$ cat src/rtl/pic_params.svh
// Register selects, field positions, reset values and status codes of the controller
// How it works
// - Pointer register holds three-bit indirect index
// - Indirect field reaches register picked by pointer
// - Data register holds byte to send/received
// - Master slave address sits in data register
// - Data stable while interrupt set, holds last
// - One byte, or 68 buffered, per interrupt
// - Own address byte captured as plain data
// - Byte mode: arbitration loss overwrites data
// - Buffered mode: arbitration loss keeps data
// - Data bit one means SDA high
// - Hardware sets interrupt flag on request
// - Bus STOP clears the stop request flag
// - Control write clears flag, releases line, SCL
// - Ack flag set: drive SDA low on ack
// - Ack flag clear: leave SDA high on ack
// - After C8h and clear, stop being addressed
// - Released slave ignores address, no interrupt
// - Released slave resumes recognition once ack set
// - Interrupt flag holds SCL low, never pulls high
// - Two select pins pick the direct register
// - Status F8h idle, others raise interrupt
// - Control bits 2:1 read as zero
`ifndef PIC_PARAMS_SVH
`define PIC_PARAMS_SVH
`define PIC_SEL_PTR_STAT  2'h0
`define PIC_SEL_DATA      2'h1
`define PIC_SEL_IND       2'h2
`define PIC_SEL_CTRL      2'h3
`define PIC_CTRL_AA       7
`define PIC_CTRL_ENABLE   6
`define PIC_CTRL_START    5
`define PIC_CTRL_STOP     4
`define PIC_CTRL_SI       3
`define PIC_CTRL_RSV_HI   2
`define PIC_CTRL_RSV_LO   1
`define PIC_CTRL_MODE     0
`define PIC_PTR_HI        2
`define PIC_RST_PTR       3'h0
`define PIC_RST_DATA      8'h00
`define PIC_ST_IDLE       8'hF8
`define PIC_ST_SLV_LAST   8'hC8
`define PIC_XFER_W        7
`define PIC_XFER_BYTE     7'h01
`define PIC_XFER_BUF      7'h44
`endif

$ cat src/rtl/pic_pkg.sv
// Types shared by the controller register set
package pic_pkg;
  typedef enum logic [1:0] {
    PIC_ACK_NONE,
    PIC_ACK_OWN_ADDR,
    PIC_ACK_MST_RX,
    PIC_ACK_SLV_RX
  } pic_ack_case_e;
  typedef enum logic [1:0] {
    PIC_SLV_LISTEN,
    PIC_SLV_RELEASE_PEND,
    PIC_SLV_RELEASED
  } pic_slv_e;
  typedef struct packed {
    logic [7:0] data;
    logic       arb_lost;
    logic       own_addr;
  } pic_rx_s;
  typedef struct packed {
    logic aa;
    logic enable;
    logic start;
    logic stop;
    logic si;
    logic mode;
  } pic_ctrl_s;
  typedef struct packed {
    logic [2:0] sel;
    logic       wr;
    logic       rd;
    logic [7:0] wdata;
  } pic_ind_s;
endpackage

$ cat src/rtl/pic_skid.sv
// Small FIFO between received-byte source and the data register
`timescale 1ns/1ps
module pic_skid #(
  parameter int W     = 10,
  parameter int DEPTH = 2
) (
  input  wire logic         clk_sys,
  input  wire logic         rst,
  input  wire logic         in_valid,
  output logic              in_ready,
  input  wire logic [W-1:0] in_data,
  output logic              out_valid,
  input  wire logic         out_ready,
  output logic [W-1:0]      out_data
);
  localparam int AW = (DEPTH > 1) ? $clog2(DEPTH) : 1;
  localparam int CW = $clog2(DEPTH + 1);
  localparam logic [AW-1:0] LAST = AW'(DEPTH - 1);
  localparam logic [CW-1:0] FULL = CW'(DEPTH);
  logic [W-1:0]  mem [DEPTH];
  logic [AW-1:0] wptr_ff;
  logic [AW-1:0] rptr_ff;
  logic [CW-1:0] cnt_ff;
  logic [CW-1:0] nxt_cnt;
  logic          in_ready_ff;
  wire           push = in_valid & in_ready_ff;
  wire           pop  = out_valid & out_ready;
  assign nxt_cnt   = cnt_ff + CW'(push) - CW'(pop);
  assign out_valid = (cnt_ff != '0);
  assign out_data  = mem[rptr_ff];
  assign in_ready  = in_ready_ff;
  always_ff @(posedge clk_sys) begin
    if (push) mem[wptr_ff] <= in_data;
  end
  // Ready is registered so the top output comes from a flop
  always_ff @(posedge clk_sys) begin
    if (rst) begin
      wptr_ff     <= '0;
      rptr_ff     <= '0;
      cnt_ff      <= '0;
      in_ready_ff <= 1'h1;
    end else begin
      if (push) wptr_ff <= (wptr_ff == LAST) ? '0 : wptr_ff + AW'(1);
      if (pop)  rptr_ff <= (rptr_ff == LAST) ? '0 : rptr_ff + AW'(1);
      cnt_ff      <= nxt_cnt;
      in_ready_ff <= (nxt_cnt != FULL);
    end
  end
endmodule // pic_skid

$ cat src/rtl/pic_line.sv
// SCL stretch and SDA acknowledge drive of the controller
`timescale 1ns/1ps
module pic_line
  import pic_pkg::*;
(
  input  wire logic          clk_sys,
  input  wire logic          rst,
  input  wire logic          scl_in,
  input  wire logic          hold_req,
  input  wire logic          ack_slot,
  input  wire pic_ack_case_e ack_case,
  input  wire logic          ack_assert,
  input  wire logic          recog_en,
  output logic               scl_oe,
  output logic               sda_oe
);
  logic scl_hold_ff;
  logic sda_low_ff;
  // Only grab SCL once it is already low, a high level is left alone
  wire  nxt_scl_hold = hold_req & (~scl_in | scl_hold_ff);
  wire  case_ok      = (ack_case == PIC_ACK_MST_RX) | (ack_case == PIC_ACK_SLV_RX) |
                       ((ack_case == PIC_ACK_OWN_ADDR) & recog_en);
  wire  nxt_sda_low  = ack_slot & ack_assert & case_ok;
  assign scl_oe = scl_hold_ff;
  assign sda_oe = sda_low_ff;
  always_ff @(posedge clk_sys) begin
    if (rst) begin
      scl_hold_ff <= 1'h0;
      sda_low_ff  <= 1'h0;
    end else begin
      scl_hold_ff <= nxt_scl_hold;
      sda_low_ff  <= nxt_sda_low;
    end
  end
endmodule // pic_line

$ cat src/rtl/pic_regs.sv
// Directly addressed register set of the parallel to serial-bus controller
`timescale 1ns/1ps
`include "pic_params.svh"
module pic_regs (
  input  wire logic                   clk_sys,
  input  wire logic                   rst,
  input  wire logic                   cs_n,
  input  wire logic                   wr_n,
  input  wire logic                   rd_n,
  input  wire logic                   register_select_low,
  input  wire logic                   register_select_high,
  input  wire logic [7:0]             host_data_in,
  output logic [7:0]                  host_data_out,
  output logic                        host_data_oe,
  output logic                        int_n_out,
  output logic                        int_n_oe,
  input  wire logic                   scl_in,
  output logic                        scl_out,
  output logic                        scl_oe,
  output logic                        sda_out,
  output logic                        sda_oe,
  input  wire logic                   evt_valid,
  input  wire logic [7:0]             evt_status,
  input  wire logic                   evt_own_addr,
  input  wire logic [7:0]             bus_status_code,
  input  wire logic                   start_det,
  input  wire logic                   stop_det,
  input  wire logic                   ack_slot,
  input  wire pic_pkg::pic_ack_case_e ack_case,
  input  wire logic                   buffered_mode,
  input  wire logic                   rx_valid,
  output logic                        rx_ready,
  input  wire pic_pkg::pic_rx_s       rx_data,
  output logic [7:0]                  tx_byte,
  output pic_pkg::pic_ctrl_s          ctrl,
  output logic                        recog_en,
  output pic_pkg::pic_ind_s           ind,
  input  wire logic [7:0]             ind_rdata,
  output logic                        buf_wr,
  output logic                        buf_rd,
  output logic [7:0]                  buf_wdata,
  input  wire logic [7:0]             buf_rdata
);
  import pic_pkg::*;

  //////////////////////////////////////////////////////////////////////////////////
  // Declarations
  pic_ctrl_s             ctrl_ff;
  pic_ctrl_s             nxt_ctrl;
  pic_ind_s              ind_ff;
  pic_ind_s              nxt_ind;
  pic_slv_e              slv_ff;
  pic_slv_e              nxt_slv;
  pic_rx_s               rxq_data;
  logic [7:0]            data_ff;
  logic [7:0]            nxt_data;
  logic [`PIC_XFER_W-1:0] xfer_ff;
  logic [`PIC_XFER_W-1:0] nxt_xfer;
  logic [7:0]            dout_ff;
  logic                  doe_ff;
  logic                  int_oe_ff;
  logic                  pin_low_ff;
  logic                  wr_act_ff;
  logic                  rd_act_ff;
  logic                  si_pend_ff;
  logic                  nxt_si_pend;
  logic                  recog_ff;
  logic                  buf_wr_ff;
  logic                  buf_rd_ff;
  logic [7:0]            buf_wdata_ff;
  logic                  rxq_valid;
  logic                  rxq_ready;
  logic [7:0]            ctrl_rdata;
  logic [7:0]            rd_mux;

  //////////////////////////////////////////////////////////////////////////////////
  // Host strobes and register selection
  wire [1:0] sel     = {register_select_high, register_select_low};
  wire       wr_act  = ~cs_n & ~wr_n;
  wire       rd_act  = ~cs_n & ~rd_n;
  // Act once per access on the leading edge, long strobes do not repeat
  wire       wr_fire = wr_act & ~wr_act_ff;
  wire       rd_fire = rd_act & ~rd_act_ff;
  wire       ptr_wr  = wr_fire & (sel == `PIC_SEL_PTR_STAT);
  wire       dat_wr  = wr_fire & (sel == `PIC_SEL_DATA);
  wire       dat_rd  = rd_fire & (sel == `PIC_SEL_DATA);
  wire       ind_wr  = wr_fire & (sel == `PIC_SEL_IND);
  wire       ind_rd  = rd_fire & (sel == `PIC_SEL_IND);
  wire       ctl_wr  = wr_fire & (sel == `PIC_SEL_CTRL);

  //////////////////////////////////////////////////////////////////////////////////
  // Bytes moved per interrupt
  wire [`PIC_XFER_W-1:0] xfer_lim = buffered_mode ? `PIC_XFER_BUF : `PIC_XFER_BYTE;
  wire                   xfer_ok  = (xfer_ff < xfer_lim);
  // Excess accesses past the limit are dropped silently
  wire byte_wr  = dat_wr & ~buffered_mode & xfer_ok;
  wire bufd_wr  = dat_wr & buffered_mode & xfer_ok;
  wire bufd_rd  = dat_rd & buffered_mode & xfer_ok;
  wire counted  = byte_wr | bufd_wr | bufd_rd;
  assign nxt_xfer = ctl_wr ? '0 : (xfer_ff + `PIC_XFER_W'(counted));

  //////////////////////////////////////////////////////////////////////////////////
  // Received bytes into the data register
  pic_skid #(
    .W     ($bits(pic_rx_s)),
    .DEPTH (2)
  ) u_skid (
    .clk_sys   (clk_sys),
    .rst       (rst),
    .in_valid  (rx_valid),
    .in_ready  (rx_ready),
    .in_data   (rx_data),
    .out_valid (rxq_valid),
    .out_ready (rxq_ready),
    .out_data  (rxq_data)
  );
  // Draining stalls while the flag is up, so the byte on show stays put
  assign rxq_ready = ~ctrl_ff.si & ~byte_wr;
  wire rx_take   = rxq_valid & rxq_ready;
  wire rx_drop   = (rxq_data.arb_lost & buffered_mode) |
                   (rxq_data.own_addr & ~recog_ff);
  // Own-address bytes while recognised and arbitration-lost bytes in byte mode land like data
  wire rx_store  = rx_take & ~rx_drop;
  assign nxt_data = byte_wr  ? host_data_in :
                    rx_store ? rxq_data.data : data_ff;

  //////////////////////////////////////////////////////////////////////////////////
  // Interrupt request
  wire evt_ignored = evt_own_addr & ~recog_ff;
  wire evt_req     = evt_valid & (evt_status != `PIC_ST_IDLE) & ~evt_ignored;
  // The flag waits for the event's byte to reach the data register first
  wire si_set      = si_pend_ff & ~rxq_valid & ctrl_ff.enable;
  assign nxt_si_pend = evt_req | (si_pend_ff & ~si_set & ctrl_ff.enable);

  //////////////////////////////////////////////////////////////////////////////////
  // Control register next state
  always_comb begin
    nxt_ctrl = ctrl_ff;
    if (ctl_wr) begin
      nxt_ctrl.aa     = host_data_in[`PIC_CTRL_AA];
      nxt_ctrl.enable = host_data_in[`PIC_CTRL_ENABLE];
      nxt_ctrl.start  = host_data_in[`PIC_CTRL_START];
      nxt_ctrl.stop   = host_data_in[`PIC_CTRL_STOP];
      nxt_ctrl.mode   = host_data_in[`PIC_CTRL_MODE];
    end else if (stop_det) begin
      nxt_ctrl.stop   = 1'h0;
    end
    // Hardware set wins over the clearing write in the same cycle
    nxt_ctrl.si = si_set | (ctrl_ff.si & ~ctl_wr);
  end

  //////////////////////////////////////////////////////////////////////////////////
  // Slave release after the last transmitted byte
  wire aa_wr_set = ctl_wr & host_data_in[`PIC_CTRL_AA];
  always_comb begin
    nxt_slv = slv_ff;
    unique case (slv_ff)
      PIC_SLV_LISTEN: begin
        if (evt_valid & (evt_status == `PIC_ST_SLV_LAST)) nxt_slv = PIC_SLV_RELEASE_PEND;
      end
      PIC_SLV_RELEASE_PEND: begin
        // The clearing write may already set the flag again for later transfers
        if (ctl_wr) nxt_slv = PIC_SLV_RELEASED;
      end
      PIC_SLV_RELEASED: begin
        if (aa_wr_set | (ctrl_ff.aa & (start_det | stop_det))) nxt_slv = PIC_SLV_LISTEN;
      end
      default: nxt_slv = PIC_SLV_LISTEN;
    endcase
  end
  // Start and stop sensing and shifting go on in the engine while released
  wire nxt_recog = nxt_ctrl.aa & nxt_ctrl.enable & (nxt_slv == PIC_SLV_LISTEN);

  //////////////////////////////////////////////////////////////////////////////////
  // Indirect pointer and access strobes
  always_comb begin
    nxt_ind       = ind_ff;
    nxt_ind.wr    = ind_wr;
    nxt_ind.rd    = ind_rd;
    nxt_ind.wdata = ind_wr ? host_data_in : ind_ff.wdata;
    // Upper pointer bits are discarded, which also covers a careless host
    if (ptr_wr) nxt_ind.sel = host_data_in[`PIC_PTR_HI:0];
  end

  //////////////////////////////////////////////////////////////////////////////////
  // Read path
  assign ctrl_rdata[`PIC_CTRL_AA]                      = ctrl_ff.aa;
  assign ctrl_rdata[`PIC_CTRL_ENABLE]                  = ctrl_ff.enable;
  assign ctrl_rdata[`PIC_CTRL_START]                   = ctrl_ff.start;
  assign ctrl_rdata[`PIC_CTRL_STOP]                    = ctrl_ff.stop;
  assign ctrl_rdata[`PIC_CTRL_SI]                      = ctrl_ff.si;
  assign ctrl_rdata[`PIC_CTRL_RSV_HI:`PIC_CTRL_RSV_LO] = 2'h0;
  assign ctrl_rdata[`PIC_CTRL_MODE]                    = ctrl_ff.mode;
  wire [7:0] dat_rdata = buffered_mode ? buf_rdata : data_ff;
  always_comb begin
    unique case (sel)
      `PIC_SEL_PTR_STAT: rd_mux = bus_status_code;
      `PIC_SEL_DATA:     rd_mux = dat_rdata;
      `PIC_SEL_IND:      rd_mux = ind_rdata;
      `PIC_SEL_CTRL:     rd_mux = ctrl_rdata;
    endcase
  end

  //////////////////////////////////////////////////////////////////////////////////
  // Serial pins
  pic_line u_line (
    .clk_sys    (clk_sys),
    .rst        (rst),
    .scl_in     (scl_in),
    .hold_req   (ctrl_ff.si & ctrl_ff.enable),
    .ack_slot   (ack_slot),
    .ack_case   (ack_case),
    .ack_assert (ctrl_ff.aa & ctrl_ff.enable),
    .recog_en   (recog_ff),
    .scl_oe     (scl_oe),
    .sda_oe     (sda_oe)
  );

  //////////////////////////////////////////////////////////////////////////////////
  // Registers
  always_ff @(posedge clk_sys) begin
    if (rst) begin
      ctrl_ff <= '0;
    end else begin
      ctrl_ff <= nxt_ctrl;
    end
  end

  always_ff @(posedge clk_sys) begin
    if (rst) begin
      slv_ff <= PIC_SLV_LISTEN;
    end else begin
      slv_ff <= nxt_slv;
    end
  end

  // Indirect strobes last one cycle
  always_ff @(posedge clk_sys) begin
    if (rst) begin
      ind_ff <= '{sel: `PIC_RST_PTR, wr: 1'h0, rd: 1'h0, wdata: 8'h00};
    end else begin
      ind_ff <= nxt_ind;
    end
  end

  always_ff @(posedge clk_sys) begin
    if (rst) begin
      data_ff <= `PIC_RST_DATA;
    end else begin
      data_ff <= nxt_data;
    end
  end

  // Cleared by every control write
  always_ff @(posedge clk_sys) begin
    if (rst) begin
      xfer_ff <= '0;
    end else begin
      xfer_ff <= nxt_xfer;
    end
  end

  // Strobe history for the edge detect
  always_ff @(posedge clk_sys) begin
    if (rst) begin
      wr_act_ff <= 1'h0;
      rd_act_ff <= 1'h0;
    end else begin
      wr_act_ff <= wr_act;
      rd_act_ff <= rd_act;
    end
  end

  always_ff @(posedge clk_sys) begin
    if (rst) begin
      si_pend_ff <= 1'h0;
    end else begin
      si_pend_ff <= nxt_si_pend;
    end
  end

  always_ff @(posedge clk_sys) begin
    if (rst) begin
      recog_ff <= 1'h0;
    end else begin
      recog_ff <= nxt_recog;
    end
  end

  // Pins only pull low, pull-ups give high
  always_ff @(posedge clk_sys) begin
    if (rst) begin
      int_oe_ff <= 1'h0;
    end else begin
      int_oe_ff <= nxt_ctrl.si & nxt_ctrl.enable;
    end
  end

  always_ff @(posedge clk_sys) begin
    if (rst) begin
      pin_low_ff <= 1'h0;
    end else begin
      pin_low_ff <= 1'h0;
    end
  end

  // Read data follows the select pins for as long as the strobe is low
  always_ff @(posedge clk_sys) begin
    if (rst) begin
      dout_ff <= 8'h00;
      doe_ff  <= 1'h0;
    end else begin
      dout_ff <= rd_mux;
      doe_ff  <= rd_act;
    end
  end

  // Pulses toward the engine buffer
  always_ff @(posedge clk_sys) begin
    if (rst) begin
      buf_wr_ff    <= 1'h0;
      buf_rd_ff    <= 1'h0;
      buf_wdata_ff <= 8'h00;
    end else begin
      buf_wr_ff    <= bufd_wr;
      buf_rd_ff    <= bufd_rd;
      buf_wdata_ff <= bufd_wr ? host_data_in : buf_wdata_ff;
    end
  end

  //////////////////////////////////////////////////////////////////////////////////
  // Outputs
  assign host_data_out = dout_ff;
  assign host_data_oe  = doe_ff;
  assign int_n_out     = pin_low_ff;
  assign int_n_oe      = int_oe_ff;
  assign scl_out       = pin_low_ff;
  assign sda_out       = pin_low_ff;
  assign tx_byte       = data_ff;
  assign ctrl          = ctrl_ff;
  assign recog_en      = recog_ff;
  assign ind           = ind_ff;
  assign buf_wr        = buf_wr_ff;
  assign buf_rd        = buf_rd_ff;
  assign buf_wdata     = buf_wdata_ff;
endmodule // pic_regs

$ cat config.mk
export PLATFORM = sky130hd
export DESIGN_NAME = pic_regs
export DESIGN_NICKNAME = d
export VERILOG_FILES = /design/src/rtl/pic_pkg.sv /design/src/rtl/pic_skid.sv /design/src/rtl/pic_line.sv /design/src/rtl/pic_regs.sv
export VERILOG_INCLUDE_DIRS = /design/src /design/src/rtl
export SDC_FILE = /design/constraint.sdc
export NUM_CORES = 1
export LEC_CHECK = 0
export BUFFER_PORTS_ARGS = -buffer_cell sky130_fd_sc_hd__buf_2
export CAP_MARGIN = 10
export CORE_MARGIN = 2
export CORE_UTILIZATION = 45
export DETAILED_ROUTE_END_ITERATION = 10
export PLACE_DENSITY = 0.75
export RECOVER_POWER = 25
export SETUP_SLACK_MARGIN = 0.3
export SLEW_MARGIN = 0
export SYNTH_ARGS = -nofsm -noshare
export SYNTH_HDL_FRONTEND = slang
export SYNTH_SLANG_ARGS = --single-unit
$ cat constraint.sdc
create_clock -name clk_sys -period 2.9 [get_ports clk_sys]
set_input_delay 0.145 -clock clk_sys [delete_from_list [all_inputs] [get_ports clk_sys]]
set_output_delay 0.145 -clock clk_sys [all_outputs]
set_load 0.1 [all_outputs]
==> Word-level counts from Yosys, hierarchy flattened <==
Memories as Yosys holds them, arrays and structs flattened. A register that Yosys moved wholly into a read port is not among the register bits.
Index checks and enable logic that the tools add are counted.
Widths: inputs -> output; s select.
{ "word_totals": {"reg_bits": 66, "latch_bits": 0, "mem_bits_rw": 20, "rom_bits": 0, "out_inout_bits": 54, "elab_cells": 138, "memories": 1} }
{ "op_classes": {"n_addsub": 5, "mul": 0, "div_mod_pow": 0, "order_cmp": 1, "eq_ne": 11, "shift": 0, "muxes": 18, "n_bitwise": 67, "n_reduce_logical": 7} }
{ "mem_list": {"columns": ["name", "words", "word_bits", "read_ports", "rd_clocked_by_memory_dff", "write_ports", "line_no", "rtl"], "rows": [
  ["u_skid.mem", 2, 10, 1, 1, 1, "pic_skid.sv:20", "logic [W-1:0] mem [DEPTH];"]
]} }
{ "op_table": {"columns": ["op", "n"], "rows": [
  ["$and 1x1->1", 42],
  ["$pmux 8 s4", 1],
  ["$mux 8", 3],
  ["$not 1->1", 15],
  ["$eq 2x2->1 const B", 5],
  ["$or 1x1->1", 10],
  ["$eq 8x8->1 const B", 1],
  ["$mux 1", 8],
  ["$ne 8x8->1 const B", 1],
  ["$add 7x1->7", 1],
  ["$lt 7x7->1", 1],
  ["$mux 7", 1],
  ["$eq 2x1->1 const B", 3],
  ["$logic_not 2->1", 3],
  ["$mux 2", 3],
  ["$pmux 2 s3", 1],
  ["$reduce_bool 2->1", 3],
  ["$mux 3", 1],
  ["$add 1x1->1 const B", 2],
  ["$add 2x1->2", 1],
  ["$ne 2x2->1 const B", 1],
  ["$reduce_or 2->1", 1],
  ["$sub 2x1->2", 1]
]} }

==> Depth between registers and ports, before layout <==
Gate-level depths: netlist (run 1).
{ "logic_depth": {"ltp_word": 12, "ltp_mapped": 15} }

==> Hierarchy <==
A second synthesis (run 1) with hierarchy kept.
{ "unflattened": {"cells_unflattened": 364, "hier_area_um2": 3772.4} }
{ "modules_own_cells": {"columns": ["mod", "n_inst", "cells_each", "area_per_inst_um2"], "rows": [
  ["pic_regs", 1, 300, 2711.4],
  ["pic_skid", 1, 57, 980.9],
  ["pic_line", 1, 7, 80.1]
]} }

==> Least setup slack after synthesis (run 1) <==
No wires, ideal clock.
{ "synth_path": {"path_type": "input port to flip-flop", "from": "in buffered_mode", "to": "reg u_skid.in_ready_ff (netlist: u_skid.in_ready)", "arrival_ps": 2659, "setup_slack_ps": 120, "stages": 15, "path_buffers": 3, "cell_sequence": "buf_2 inv_1 clkbuf_1 ha_1 a21oi_1 o2111a_1 buf_2 a21oi_1 ha_1 inv_1 ha_1 xor2_1 and2_1 nor3_1 nand2b_1"} }
{ "synth_between": {"elab_chain_cells": 8} }
{ "synth_lines": {"columns": ["item", "line_no", "rtl"], "rows": [
  ["start, declared", "pic_regs.sv:30", "input wire logic buffered_mode,"],
  ["$mux 7 (no source line) / $not 1->1 (equally long branches)", null, null],
  ["$lt 7x7->1 / $and 1x1->1 (equally long branches)", "pic_regs.sv:94, pic_regs.sv:96", null],
  ["$and 1x1->1 (*)", "pic_regs.sv:96", "wire byte_wr = dat_wr & ~buffered_mode & xfer_ok;"],
  ["$not 1->1 (*)", "pic_regs.sv:118", "assign rxq_ready = ~ctrl_ff.si & ~byte_wr;"],
  ["$and 1x1->1 (*)", "pic_regs.sv:118", null],
  ["$and 1x1->1 (*)", null, null],
  ["via rx_take", "pic_regs.sv:119", "wire rx_take = rxq_valid & rxq_ready;"],
  ["$sub 2x1->2 (*)", "pic_skid.sv:28", "assign nxt_cnt = cnt_ff + CW'(push) - CW'(pop);"],
  ["$ne 2x2->1 (*)", "pic_skid.sv:46", "in_ready_ff <= (nxt_cnt != FULL);"],
  ["end signal, assigned", "pic_skid.sv:46", null],
  ["end, declared", "pic_skid.sv:25", "logic in_ready_ff;"]
]} }
Mark *: on every way through the listed nets, which the timed path passes. The rest lies on a longest branch.
A chain may end at the register's enable or synchronous reset.

==> Worst setup path in the final report (run 1) <==
{ "layout_path": {"from": "reg xfer_ff[2]", "to": "reg u_skid.in_ready_ff (netlist: u_skid.in_ready)"} }
{ "layout_between": {"elab_chain_cells": 7} }
{ "layout_lines": {"columns": ["item", "line_no", "rtl"], "rows": [
  ["start, declared", "pic_regs.sv:57", "logic [`PIC_XFER_W-1:0] xfer_ff;"],
  ["start signal, assigned", "pic_regs.sv:259", "xfer_ff <= nxt_xfer;"],
  ["$lt 7x7->1", "pic_regs.sv:94", "wire xfer_ok = (xfer_ff < xfer_lim);"],
  ["$and 1x1->1", "pic_regs.sv:96", null],
  ["$not 1->1", "pic_regs.sv:118", null],
  ["$and 1x1->1", "pic_regs.sv:118", null],
  ["$and 1x1->1", null, null],
  ["via rx_take", "pic_regs.sv:119", null],
  ["$sub 2x1->2", "pic_skid.sv:28", null],
  ["$ne 2x2->1", "pic_skid.sv:46", null]
]} }
The timed path passes the listed nets, and every way through them passes these cells.

==> impl_metrics.env, run 1 <==
export IMPL_status="complete, but fails checks"
export IMPL_violations="max-capacitance violations, max-slew violations"
export IMPL_period_share=0.826
export IMPL_synth_edff_count=20
export IMPL_vias=3128
export IMPL_yosysMostFrequentCell="dfxtp_1"
export IMPL_syn_area_um2=3640
export IMPL_worst_path_max_fanout=4
export IMPL_worst_setup_path_end_kind="register"
export IMPL_slew_viol_final=51
export IMPL_ys_seq_area_frac=0.534
export IMPL_path_clk_slew_ns=0.08
export IMPL_p_leak_nw=2.00
export IMPL_core_um2=7770
export IMPL_num_io_pins=121
export IMPL_grt_pass1_wl_mm=14.6
export IMPL_postCtsResizedCells=0
export IMPL_nets=554
export IMPL_ys_async_sr_fraction=0
export IMPL_cts_hold_buf=14
export IMPL_port_buffers=117
export IMPL_finalSetupViolCount=0
export IMPL_cts_tree="done"
export IMPL_required_ns=3.14
export IMPL_period_minus_slack_ns=2.39
export IMPL_drive_above_1_share=0.315
export IMPL_drt_first_pass_iters=4
export IMPL_antenna_found_initial=0
export IMPL_ant_nets=0
export IMPL_worstPathCellList="ha_1 -> o41ai_2 -> o2111a_1 -> a21oi_1 -> ha_1 -> inv_1 -> ha_1 -> xor2_1 -> and2_1 -> nor3_2 -> nand2b_1"
export IMPL_grtUsageMet2=0.367
export IMPL_final_hold_violation_count=0
export IMPL_die_x_um=93.9
export IMPL_cp_start_kind="register"
export IMPL_place_congestion=0.862
export IMPL_numCtsBuffers=9
export IMPL_slowest_stage="o41ai_2"
export IMPL_grt_overflow=0
export IMPL_worstMarginPinSlew_ns=2.26
export IMPL_clock_sinks=87
export IMPL_num_antenna_cells=0
export IMPL_slew_headroom=-0.505
export IMPL_wl_mm=9.56
export IMPL_grt_max_degree=51
export IMPL_cts_buffer_depth=2
export IMPL_synth_top_cell_area_share=0.369
export IMPL_cap_violations=1
export IMPL_cpPeakStageDelay_ns=0.35
export IMPL_h_tree_depth=3
export IMPL_avgViaCountPerCell=5.32
export IMPL_ys_warn_count=0
export IMPL_min_path_type="in -> reg"
export IMPL_insertion_delay_ns=0.34
export IMPL_drc=0
export IMPL_dp_hpwl_mm=6.88
export IMPL_ys_flop_type="dfxtp_1"
export IMPL_criticalPathCategory="reg -> reg"
export IMPL_fp_row_count=32
export IMPL_total_power_mw=3.18
export IMPL_ys_types=48
export IMPL_synth_largest_area_cell="dfxtp_1"
export IMPL_syn_area_per_cell_um2=10.3
export IMPL_grt_use_total=0.221
export IMPL_fillers=686
export IMPL_rsz0062_at_grt="no"
export IMPL_die_h_um=93.9
export IMPL_grt_pass1_vias=2973
export IMPL_drtIter0Drc=107
export IMPL_initial_core_util=0.468
export IMPL_skew_ns=0.00939
export IMPL_synthTopCellsByArea="dfxtp_1 (37%), edfxtp_1 (17%), mux2i_1 (7.7%), a21oi_1 (4.7%), nor2_1 (3.9%)"
export IMPL_syn2layout_area_growth_pct=28.0
export IMPL_grtUsageMet3=0.0642
export IMPL_arrival_ns=2.63
export IMPL_ys_ff_latch=87
export IMPL_max_freq_mhz=418
export IMPL_powerDensity_nw_per_um2=682
export IMPL_synth_cells=352
export IMPL_busiest_layer="met2"
export IMPL_final_setup_tns_ns=0
export IMPL_wl_per_cell_um=16.3
export IMPL_yosys_top_cells_count="dfxtp_1 (67), nor2_1 (38), a21oi_1 (34)"
export IMPL_path_common_cell="ha_1"
export IMPL_peakVddDrop_mv=0.337
export IMPL_post_cts_buffers=0
export IMPL_cts_root_buf="clkbuf_8"
export IMPL_use_met1=0.272
export IMPL_dieArea_um2=8820
-- final timing paths --
kind / start / endpoint / slack [ns] / depth (start not counted)
max: xfer_ff[2]$_SDFF_PP0_ / u_skid.in_ready$_SDFF_PP1_ / 0.51 / 11
min: ack_case[1] / u_line.sda_oe$_SDFF_PP0_ / 0.02 / 3
max reg2reg: xfer_ff[2]$_SDFF_PP0_ / u_skid.in_ready$_SDFF_PP1_ / 0.51 / 11
min reg2reg: u_line.scl_oe$_SDFF_PP0_ / u_line.scl_oe$_SDFF_PP0_ / 0.45 / 2
-- worst max-delay path: cells and delay by family (launching register included) --
kind	cells	cell delay (ns)
AOI/OAI and AO/OA	3	0.73
adders and majority gates	3	0.66
xor gates and xnor gates	1	0.15
and+or+nand+nor	3	0.37
buffers and inverters	1	0.04
DFF	1	0.34
-- power by group --
| group | switching, mW | total [mW] | internal (mW) |
|---|---|---|---|
| combinational | 0.611 | 0.907 | 0.297 |
| clock | 0.405 | 0.830 | 0.425 |
| sequential | 0.0873 | 1.44 | 1.35 |
| total | 1.10 | 3.18 | 2.07 |
-- stage by stage --
stage / instance area [um2] / util / cells / setup slack (ns) / hold WS (ns)
2_1_floorplan: 3690 / - / 354 / 0.317 / 0.221
3_3_place_gp: 4330 / 0.558 / 558 / 0.532 / 0.319
3_5_place_dp: 4330 / 0.558 / 558 / 0.471 / 0.324
4_1_cts: 4670 / 0.601 / 588 / 0.496 / 0.00184
5_1_grt: 4660 / 0.600 / 588 / 0.313 / 0.00690
6_report: 4660 / 0.600 / 588 / 0.506 / 0.0153
-- cell families after synthesis --
logic type / Yosys count / share of synthesized area
xor+xnor: 7 / 0.0169
other cells: 1 / 0.00103
buf+inv: 31 / 0.0385
flops: 87 / 0.534
compound gates: 73 / 0.130
simple gates: 107 / 0.144
mux: 40 / 0.115
fa+ha+maj: 6 / 0.0206
-- per-layer routing --
metal / part of all wire / vias to the layer above
li1: - / 1512
met2: 0.48 / 138
met3: 0.088 / 5
met1: 0.42 / 1473
met4: 0.0069 / 0
met5: 0 / -
-- area by class of cell --
| type | instances | area (um2) | area share |
|---|---|---|---|
| repair buffers | 138 | 769 | 0.165 |
| well taps | 102 | 128 | 0.0274 |
| clock inverters | 3 | 42.5 | 0.00913 |
| inverters | 9 | 33.8 | 0.00725 |
| flip-flops and latches | 87 | 1940 | 0.417 |
| clock buffers | 13 | 150 | 0.0322 |
| multi-input cells | 236 | 1590 | 0.342 |
-- placed cells by master (no fill, tap or decap), types with 3 or more instances in the layout --
master and instances:
conb_1 3, clkbuf_1 9, buf_4 7, nor3_1 5, mux2_2 11, nand2_1 15
xor2_1 4, dlygate4sd3_1 14, and3_1 3, a211oi_1 8, nor2b_1 7, o21ai_0 13
nand3_1 21, edfxtp_1 20, dfxtp_1 67, ha_1 5, a21oi_1 33, nor2_1 38
o2bb2ai_1 8, clkbuf_8 10, xnor2_1 3, inv_1 9, mux2i_1 28, buf_2 109
-- registers in the layout, summed over array words and instances (netlist names), 2 cells and up, named ones only --
name,cells
xfer_ff,7
buf_wdata,8
ctrl,6
ind,13
u_skid.mem,20
u_skid.cnt_ff,2
slv_ff,2
tx_byte,8
host_data_out,8
No activity file was read; power rests on OpenSTA's default activity.
==> inputs of run 2 (changes only) <==
clock period = 2.2 ns   (was 2.9 ns; I/O delays follow)
==> impl_metrics.env, run 2 (synthesized netlist as in run 1, its figures left out) <==
export IMPL_worstReg2RegStart="xfer_ff[2]$_SDFF_PP0_"
export IMPL_vias=3208
export IMPL_wl_mm=9.97
export IMPL_slew_headroom=0.480
export IMPL_cpPeakStageDelay_ns=0.34
export IMPL_drt_first_pass_iters=4
export IMPL_status="complete, but fails checks"
export IMPL_violations="negative setup slack"
export IMPL_cap_violations=0
export IMPL_slew_viol_final=0
export IMPL_cts_root_buf="clkbuf_8"
export IMPL_period_share=1.02
export IMPL_p_seq_frac=0.440
export IMPL_fillers=621
export IMPL_drive_above_1_share=0.371
export IMPL_final_hold_violation_count=0
export IMPL_arrival_ns=2.49
export IMPL_nets=577
export IMPL_hold_end="host_data_out[2]$_SDFF_PP0_"
export IMPL_numCtsBuffers=9
export IMPL_slowest_stage="dfxtp_2"
export IMPL_dieArea_um2=8820
export IMPL_wl_met1_mm=4.17
export IMPL_grt_overflow=0
export IMPL_r2r_end="u_skid.in_ready$_SDFF_PP1_"
export IMPL_dp_slack_ns=-0.202
export IMPL_fp_row_count=32
export IMPL_die_x_um=93.9
export IMPL_required_ns=2.44
export IMPL_num_antenna_cells=0
export IMPL_powerDensity_nw_per_um2=860
export IMPL_reg2reg_slack_ns=-0.05
export IMPL_clock_sinks=87
export IMPL_internal_power_mw=2.71
export IMPL_rsz0062_at_grt="yes"
export IMPL_place_congestion=0.871
export IMPL_cts_tree="done"
export IMPL_path_clk_slew_ns=0.08
export IMPL_avgViaCountPerCell=5.25
export IMPL_dp_hpwl_mm=7.11
export IMPL_fin_util=0.635
export IMPL_cts_buffer_depth=2
export IMPL_power_frac_clock=0.235
export IMPL_wl_met3_um=630
export IMPL_grt_pass1_vias=3177
export IMPL_finalSetupViolCount=1
export IMPL_criticalPathCategory="reg -> reg"
export IMPL_port_buffers=117
export IMPL_final_cell_mix="buf_2 (112), dfxtp_1 (63), nor2_1 (38)"
export IMPL_die_h_um=93.9
export IMPL_initial_core_util=0.468
export IMPL_skew_ns=0.00812
export IMPL_multi_input_area_um2=1690
export IMPL_worstPathCellList="ha_4 -> o41ai_4 -> o2111a_2 -> a21oi_4 -> ha_4 -> inv_2 -> ha_4 -> xor2_2 -> and2_4 -> nor3_4 -> nand2b_1"
export IMPL_worst_path_max_fanout=2
export IMPL_min_delay_path_depth=3
export IMPL_insertion_delay_ns=0.36
export IMPL_worst_setup_path_end_kind="register"
export IMPL_placed_cell_area_um2=4520
export IMPL_antenna_found_initial=0
export IMPL_period_minus_slack_ns=2.25
export IMPL_hold_start="ind_rdata[2]"
export IMPL_final_area_um2=4930
export IMPL_top_layer_used="met4"
export IMPL_wl_met2_mm=4.92
export IMPL_switchingPower_mw=1.53
export IMPL_final_common_cell="buf_2"
export IMPL_cp_start_kind="register"
export IMPL_ant_nets=0
export IMPL_min_path_type="in -> reg"
export IMPL_pwr_share_comb=0.325
export IMPL_grt_max_degree=39
export IMPL_p_leak_nw=2.11
export IMPL_grt_use_total=0.229
export IMPL_drtIter0Drc=141
export IMPL_h_tree_depth=3
export IMPL_largest_reg_flops=20
export IMPL_worstMarginPinSlew_ns=0.780
export IMPL_grt_pass1_wl_mm=15.3
export IMPL_seqCellArea_um2=1950
export IMPL_registers_top_by_ff_count="u_skid.mem"
export IMPL_max_freq_mhz=445
export IMPL_switching_share=0.362
export IMPL_r2r_cells=11
export IMPL_num_io_pins=121
export IMPL_core_um2=7770
export IMPL_drc=0
export IMPL_wl_per_cell_um=16.3
export IMPL_syn2layout_area_growth_pct=35.5
export IMPL_setup_slack_ns=-0.0456
export IMPL_peakVddDrop_mv=0.453
export IMPL_path_common_cell="ha_4"
[run 2: how the worst max path moves through the flow]
stage | from | to | slack, ns | depth (start not counted)
after detailed placement | xfer_ff[2]$_SDFF_PP0_ | u_skid.in_ready$_SDFF_PP1_ | -0.20 | 11
final | xfer_ff[2]$_SDFF_PP0_ | u_skid.in_ready$_SDFF_PP1_ | -0.05 | 11
after CTS | xfer_ff[2]$_SDFF_PP0_ | u_skid.in_ready$_SDFF_PP1_ | -0.05 | 11
after floorplan | buffered_mode | u_skid.in_ready$_SDFF_PP1_ | -0.17 | 15
after global routing | xfer_ff[2]$_SDFF_PP0_ | u_skid.in_ready$_SDFF_PP1_ | -0.12 | 11
after global placement | xfer_ff[2]$_SDFF_PP0_ | u_skid.in_ready$_SDFF_PP1_ | -0.1 | 11
[run 2: worst max-delay path: cells and delay by family (launching register included)]
family	cells	cell delay, ns
XOR/XNOR	1	0.14
AND/OR/NAND/NOR	3	0.39
buffers and inverters	1	0.04
AO/OA/AOI/OAI	3	0.63
adder cells (fa/ha/maj)	3	0.60
flip-flops	1	0.34
[run 2: what timing repair did]
action,4_1_cts,5_1_grt
buffers inserted,2,1
endpoints found under the hold margin,25,0
endpoints found under the setup margin,6,15
hold buffers,19,0
pin swaps,6,2
gates resized for setup,7,7
[run 2: area by class of cell]
cell class,instances,area share
clock buffers,10,0.0279
flip-flops and latches,87,0.395
clock inverters,6,0.00710
inverters,9,0.00837
repair buffers,161,0.193
well taps,102,0.0259
multi-input cells,236,0.343
[run 2: power groups by stage]
stage | Sequential, mW | Clock (mW) | Combinational, mW
finish | 1.87 | 0.995 | 1.38
detailed placement | 1.90 | 0 | 1.31
CTS | 1.87 | 0.999 | 1.34
global route | 1.88 | 1.07 | 1.46
floorplan | 2.29 | 0 | 0.639
global placement | 1.90 | 0 | 1.29
[run 2: through the flow]
step / setup TNS, ns / hold WS, ns / instances / power (mW)
after global placement: -0.0953 / 0.280 / 573 / 3.19
after floorplan: -0.246 / 0.181 / 354 / 2.93
after global routing: -0.130 / 0.0146 / 611 / 4.41
after CTS: -0.0477 / 0.0199 / 610 / 4.21
final: -0.0456 / 0.0209 / 611 / 4.24
after detailed placement: -0.276 / 0.291 / 573 / 3.21
[run 2: per-layer routing]
layer	vias up	track usage
li1	1561	-
met1	1501	0.286
met2	121	0.376
met3	25	0.0441
met4	0	0.116
met5	-	0
==> inputs of run 3 (changes only) <==
SKIP_CTS_REPAIR_TIMING = 1   (was default)
==> impl_metrics.env, run 3 (synthesized netlist as in run 1, its figures left out) <==
export IMPL_worstMarginPinSlew_ns=0.766
export IMPL_arrival_ns=2.53
export IMPL_skew_ns=0.00812
export IMPL_path_clk_slew_ns=0.08
export IMPL_rsz0062_at_grt="yes"
export IMPL_worst_setup_path_end_kind="register"
export IMPL_cts_root_buf="clkbuf_8"
export IMPL_setup_worst_path_start="xfer_ff[2]$_SDFF_PP0_"
export IMPL_hold_start="ind_rdata[1]"
export IMPL_hold_ws_ns=-0.0125
export IMPL_slew_viol_final=0
export IMPL_violations="negative hold slack, negative setup slack"
export IMPL_reg2reg_slack_ns=-0.09
export IMPL_syn2layout_area_growth_pct=34.0
export IMPL_internal_power_mw=2.70
export IMPL_clock_sinks=87
export IMPL_min_path_type="in -> reg"
export IMPL_grt_max_degree=39
export IMPL_final_hold_violation_count=2
export IMPL_fillers=634
export IMPL_num_io_pins=121
export IMPL_switchingPower_mw=1.54
export IMPL_fp_row_count=32
export IMPL_status="complete, but fails checks"
export IMPL_wl_per_cell_um=16.2
export IMPL_grt_use_total=0.220
export IMPL_p_leak_nw=2.08
export IMPL_num_antenna_cells=0
export IMPL_place_congestion=0.871
export IMPL_drtIter0Drc=184
export IMPL_period_share=1.04
export IMPL_registers_top_by_ff_count="u_skid.mem"
export IMPL_final_setup_tns_ns=-0.0860
export IMPL_cts_buffer_depth=2
export IMPL_numCtsBuffers=9
export IMPL_dp_slack_ns=-0.202
export IMPL_period_minus_slack_ns=2.29
export IMPL_slew_headroom=0.489
export IMPL_worstReg2RegStart="xfer_ff[2]$_SDFF_PP0_"
export IMPL_grt_overflow=0
export IMPL_port_buffers=117
export IMPL_dp_cells=573
export IMPL_cap_violations=0
export IMPL_peakVddDrop_mv=0.452
export IMPL_cp_start_kind="register"
export IMPL_r2r_cells=11
export IMPL_fin_util=0.628
export IMPL_required_ns=2.44
export IMPL_vias=3219
export IMPL_cp_endpoint="u_skid.in_ready$_SDFF_PP1_"
export IMPL_total_power_mw=4.24
export IMPL_powerDensity_nw_per_um2=870
export IMPL_grt_pass1_wl_mm=14.7
export IMPL_die_x_um=93.9
export IMPL_drc=0
export IMPL_final_area_um2=4880
export IMPL_cts_tree="done"
export IMPL_drive_above_1_share=0.362
export IMPL_fin_cells=607
export IMPL_max_freq_mhz=437
export IMPL_worst_path_max_fanout=3
export IMPL_r2r_end="u_skid.in_ready$_SDFF_PP1_"
export IMPL_insertion_delay_ns=0.36
export IMPL_dp_hpwl_mm=7.11
export IMPL_setup_slack_ns=-0.0860
export IMPL_core_um2=7770
export IMPL_pwr_share_comb=0.324
export IMPL_power_frac_clock=0.235
export IMPL_drt_first_pass_iters=4
export IMPL_die_h_um=93.9
export IMPL_placed_cell_area_um2=4520
export IMPL_p_seq_frac=0.440
export IMPL_dieArea_um2=8820
export IMPL_final_common_cell="buf_2"
export IMPL_nets=573
export IMPL_antenna_found_initial=0
export IMPL_final_cell_mix="buf_2 (109), dfxtp_1 (63), nor2_1 (38)"
export IMPL_criticalPathCategory="reg -> reg"
export IMPL_wl_mm=9.85
export IMPL_largest_reg_flops=20
export IMPL_avgViaCountPerCell=5.30
export IMPL_switching_share=0.363
export IMPL_finalSetupViolCount=1
export IMPL_h_tree_depth=3
export IMPL_initial_core_util=0.468
export IMPL_ant_nets=0
export IMPL_grt_pass1_vias=3055
## run 3: how the worst min path moves through the flow
stage / to / slack (ns) / cells after the start
after global placement: u_line.scl_oe$_SDFF_PP0_ / 0.28 / 2
after floorplan: u_skid.cnt_ff[1]$_SDFF_PP0_ / 0.18 / 1
after global routing: host_data_out[2]$_SDFF_PP0_ / 0.01 / 3
after CTS: u_line.scl_oe$_SDFF_PP0_ / -0.09 / 2
after detailed placement: u_line.scl_oe$_SDFF_PP0_ / 0.29 / 2
final: host_data_out[1]$_SDFF_PP0_ / -0.01 / 3
## run 3: area by class of cell
class / count / area (um2) / area share
flip-flops and latches: 87 / 1950 / 0.399
inverters: 9 / 41.3 / 0.00847
clock inverters: 6 / 35.0 / 0.00718
well taps: 102 / 128 / 0.0262
clock buffers: 10 / 138 / 0.0282
multi-input cells: 236 / 1680 / 0.345
repair buffers: 157 / 905 / 0.185
## run 3: routing by layer
layer | vias to the layer above | GRT usage | part of all wire
li1 | 1551 | - | -
met1 | 1503 | 0.281 | 0.41
met2 | 137 | 0.363 | 0.49
met3 | 28 | 0.0433 | 0.070
met4 | 0 | 0.0966 | 0.030
met5 | - | 0 | 0
## run 3: power by group through the flow
stage | sequential, mW | combinational [mW] | clock [mW]
5_1_grt | 1.88 | 1.46 | 1.07
6_report | 1.87 | 1.38 | 0.998
3_3_place_gp | 1.90 | 1.29 | 0
4_1_cts | 1.87 | 1.31 | 0.999
3_5_place_dp | 1.90 | 1.31 | 0
2_1_floorplan | 2.29 | 0.639 | 0
## run 3: critical path, cell delays in order, from the launching register on
cell and delay (ns):
dfxtp_2 0.34, ha_4 0.16, o41ai_4 0.28, o2111a_2 0.30
a21oi_4 0.07, ha_4 0.28, inv_2 0.04, ha_4 0.15
xor2_2 0.14, and2_4 0.16, nor3_4 0.17, nand2b_1 0.08
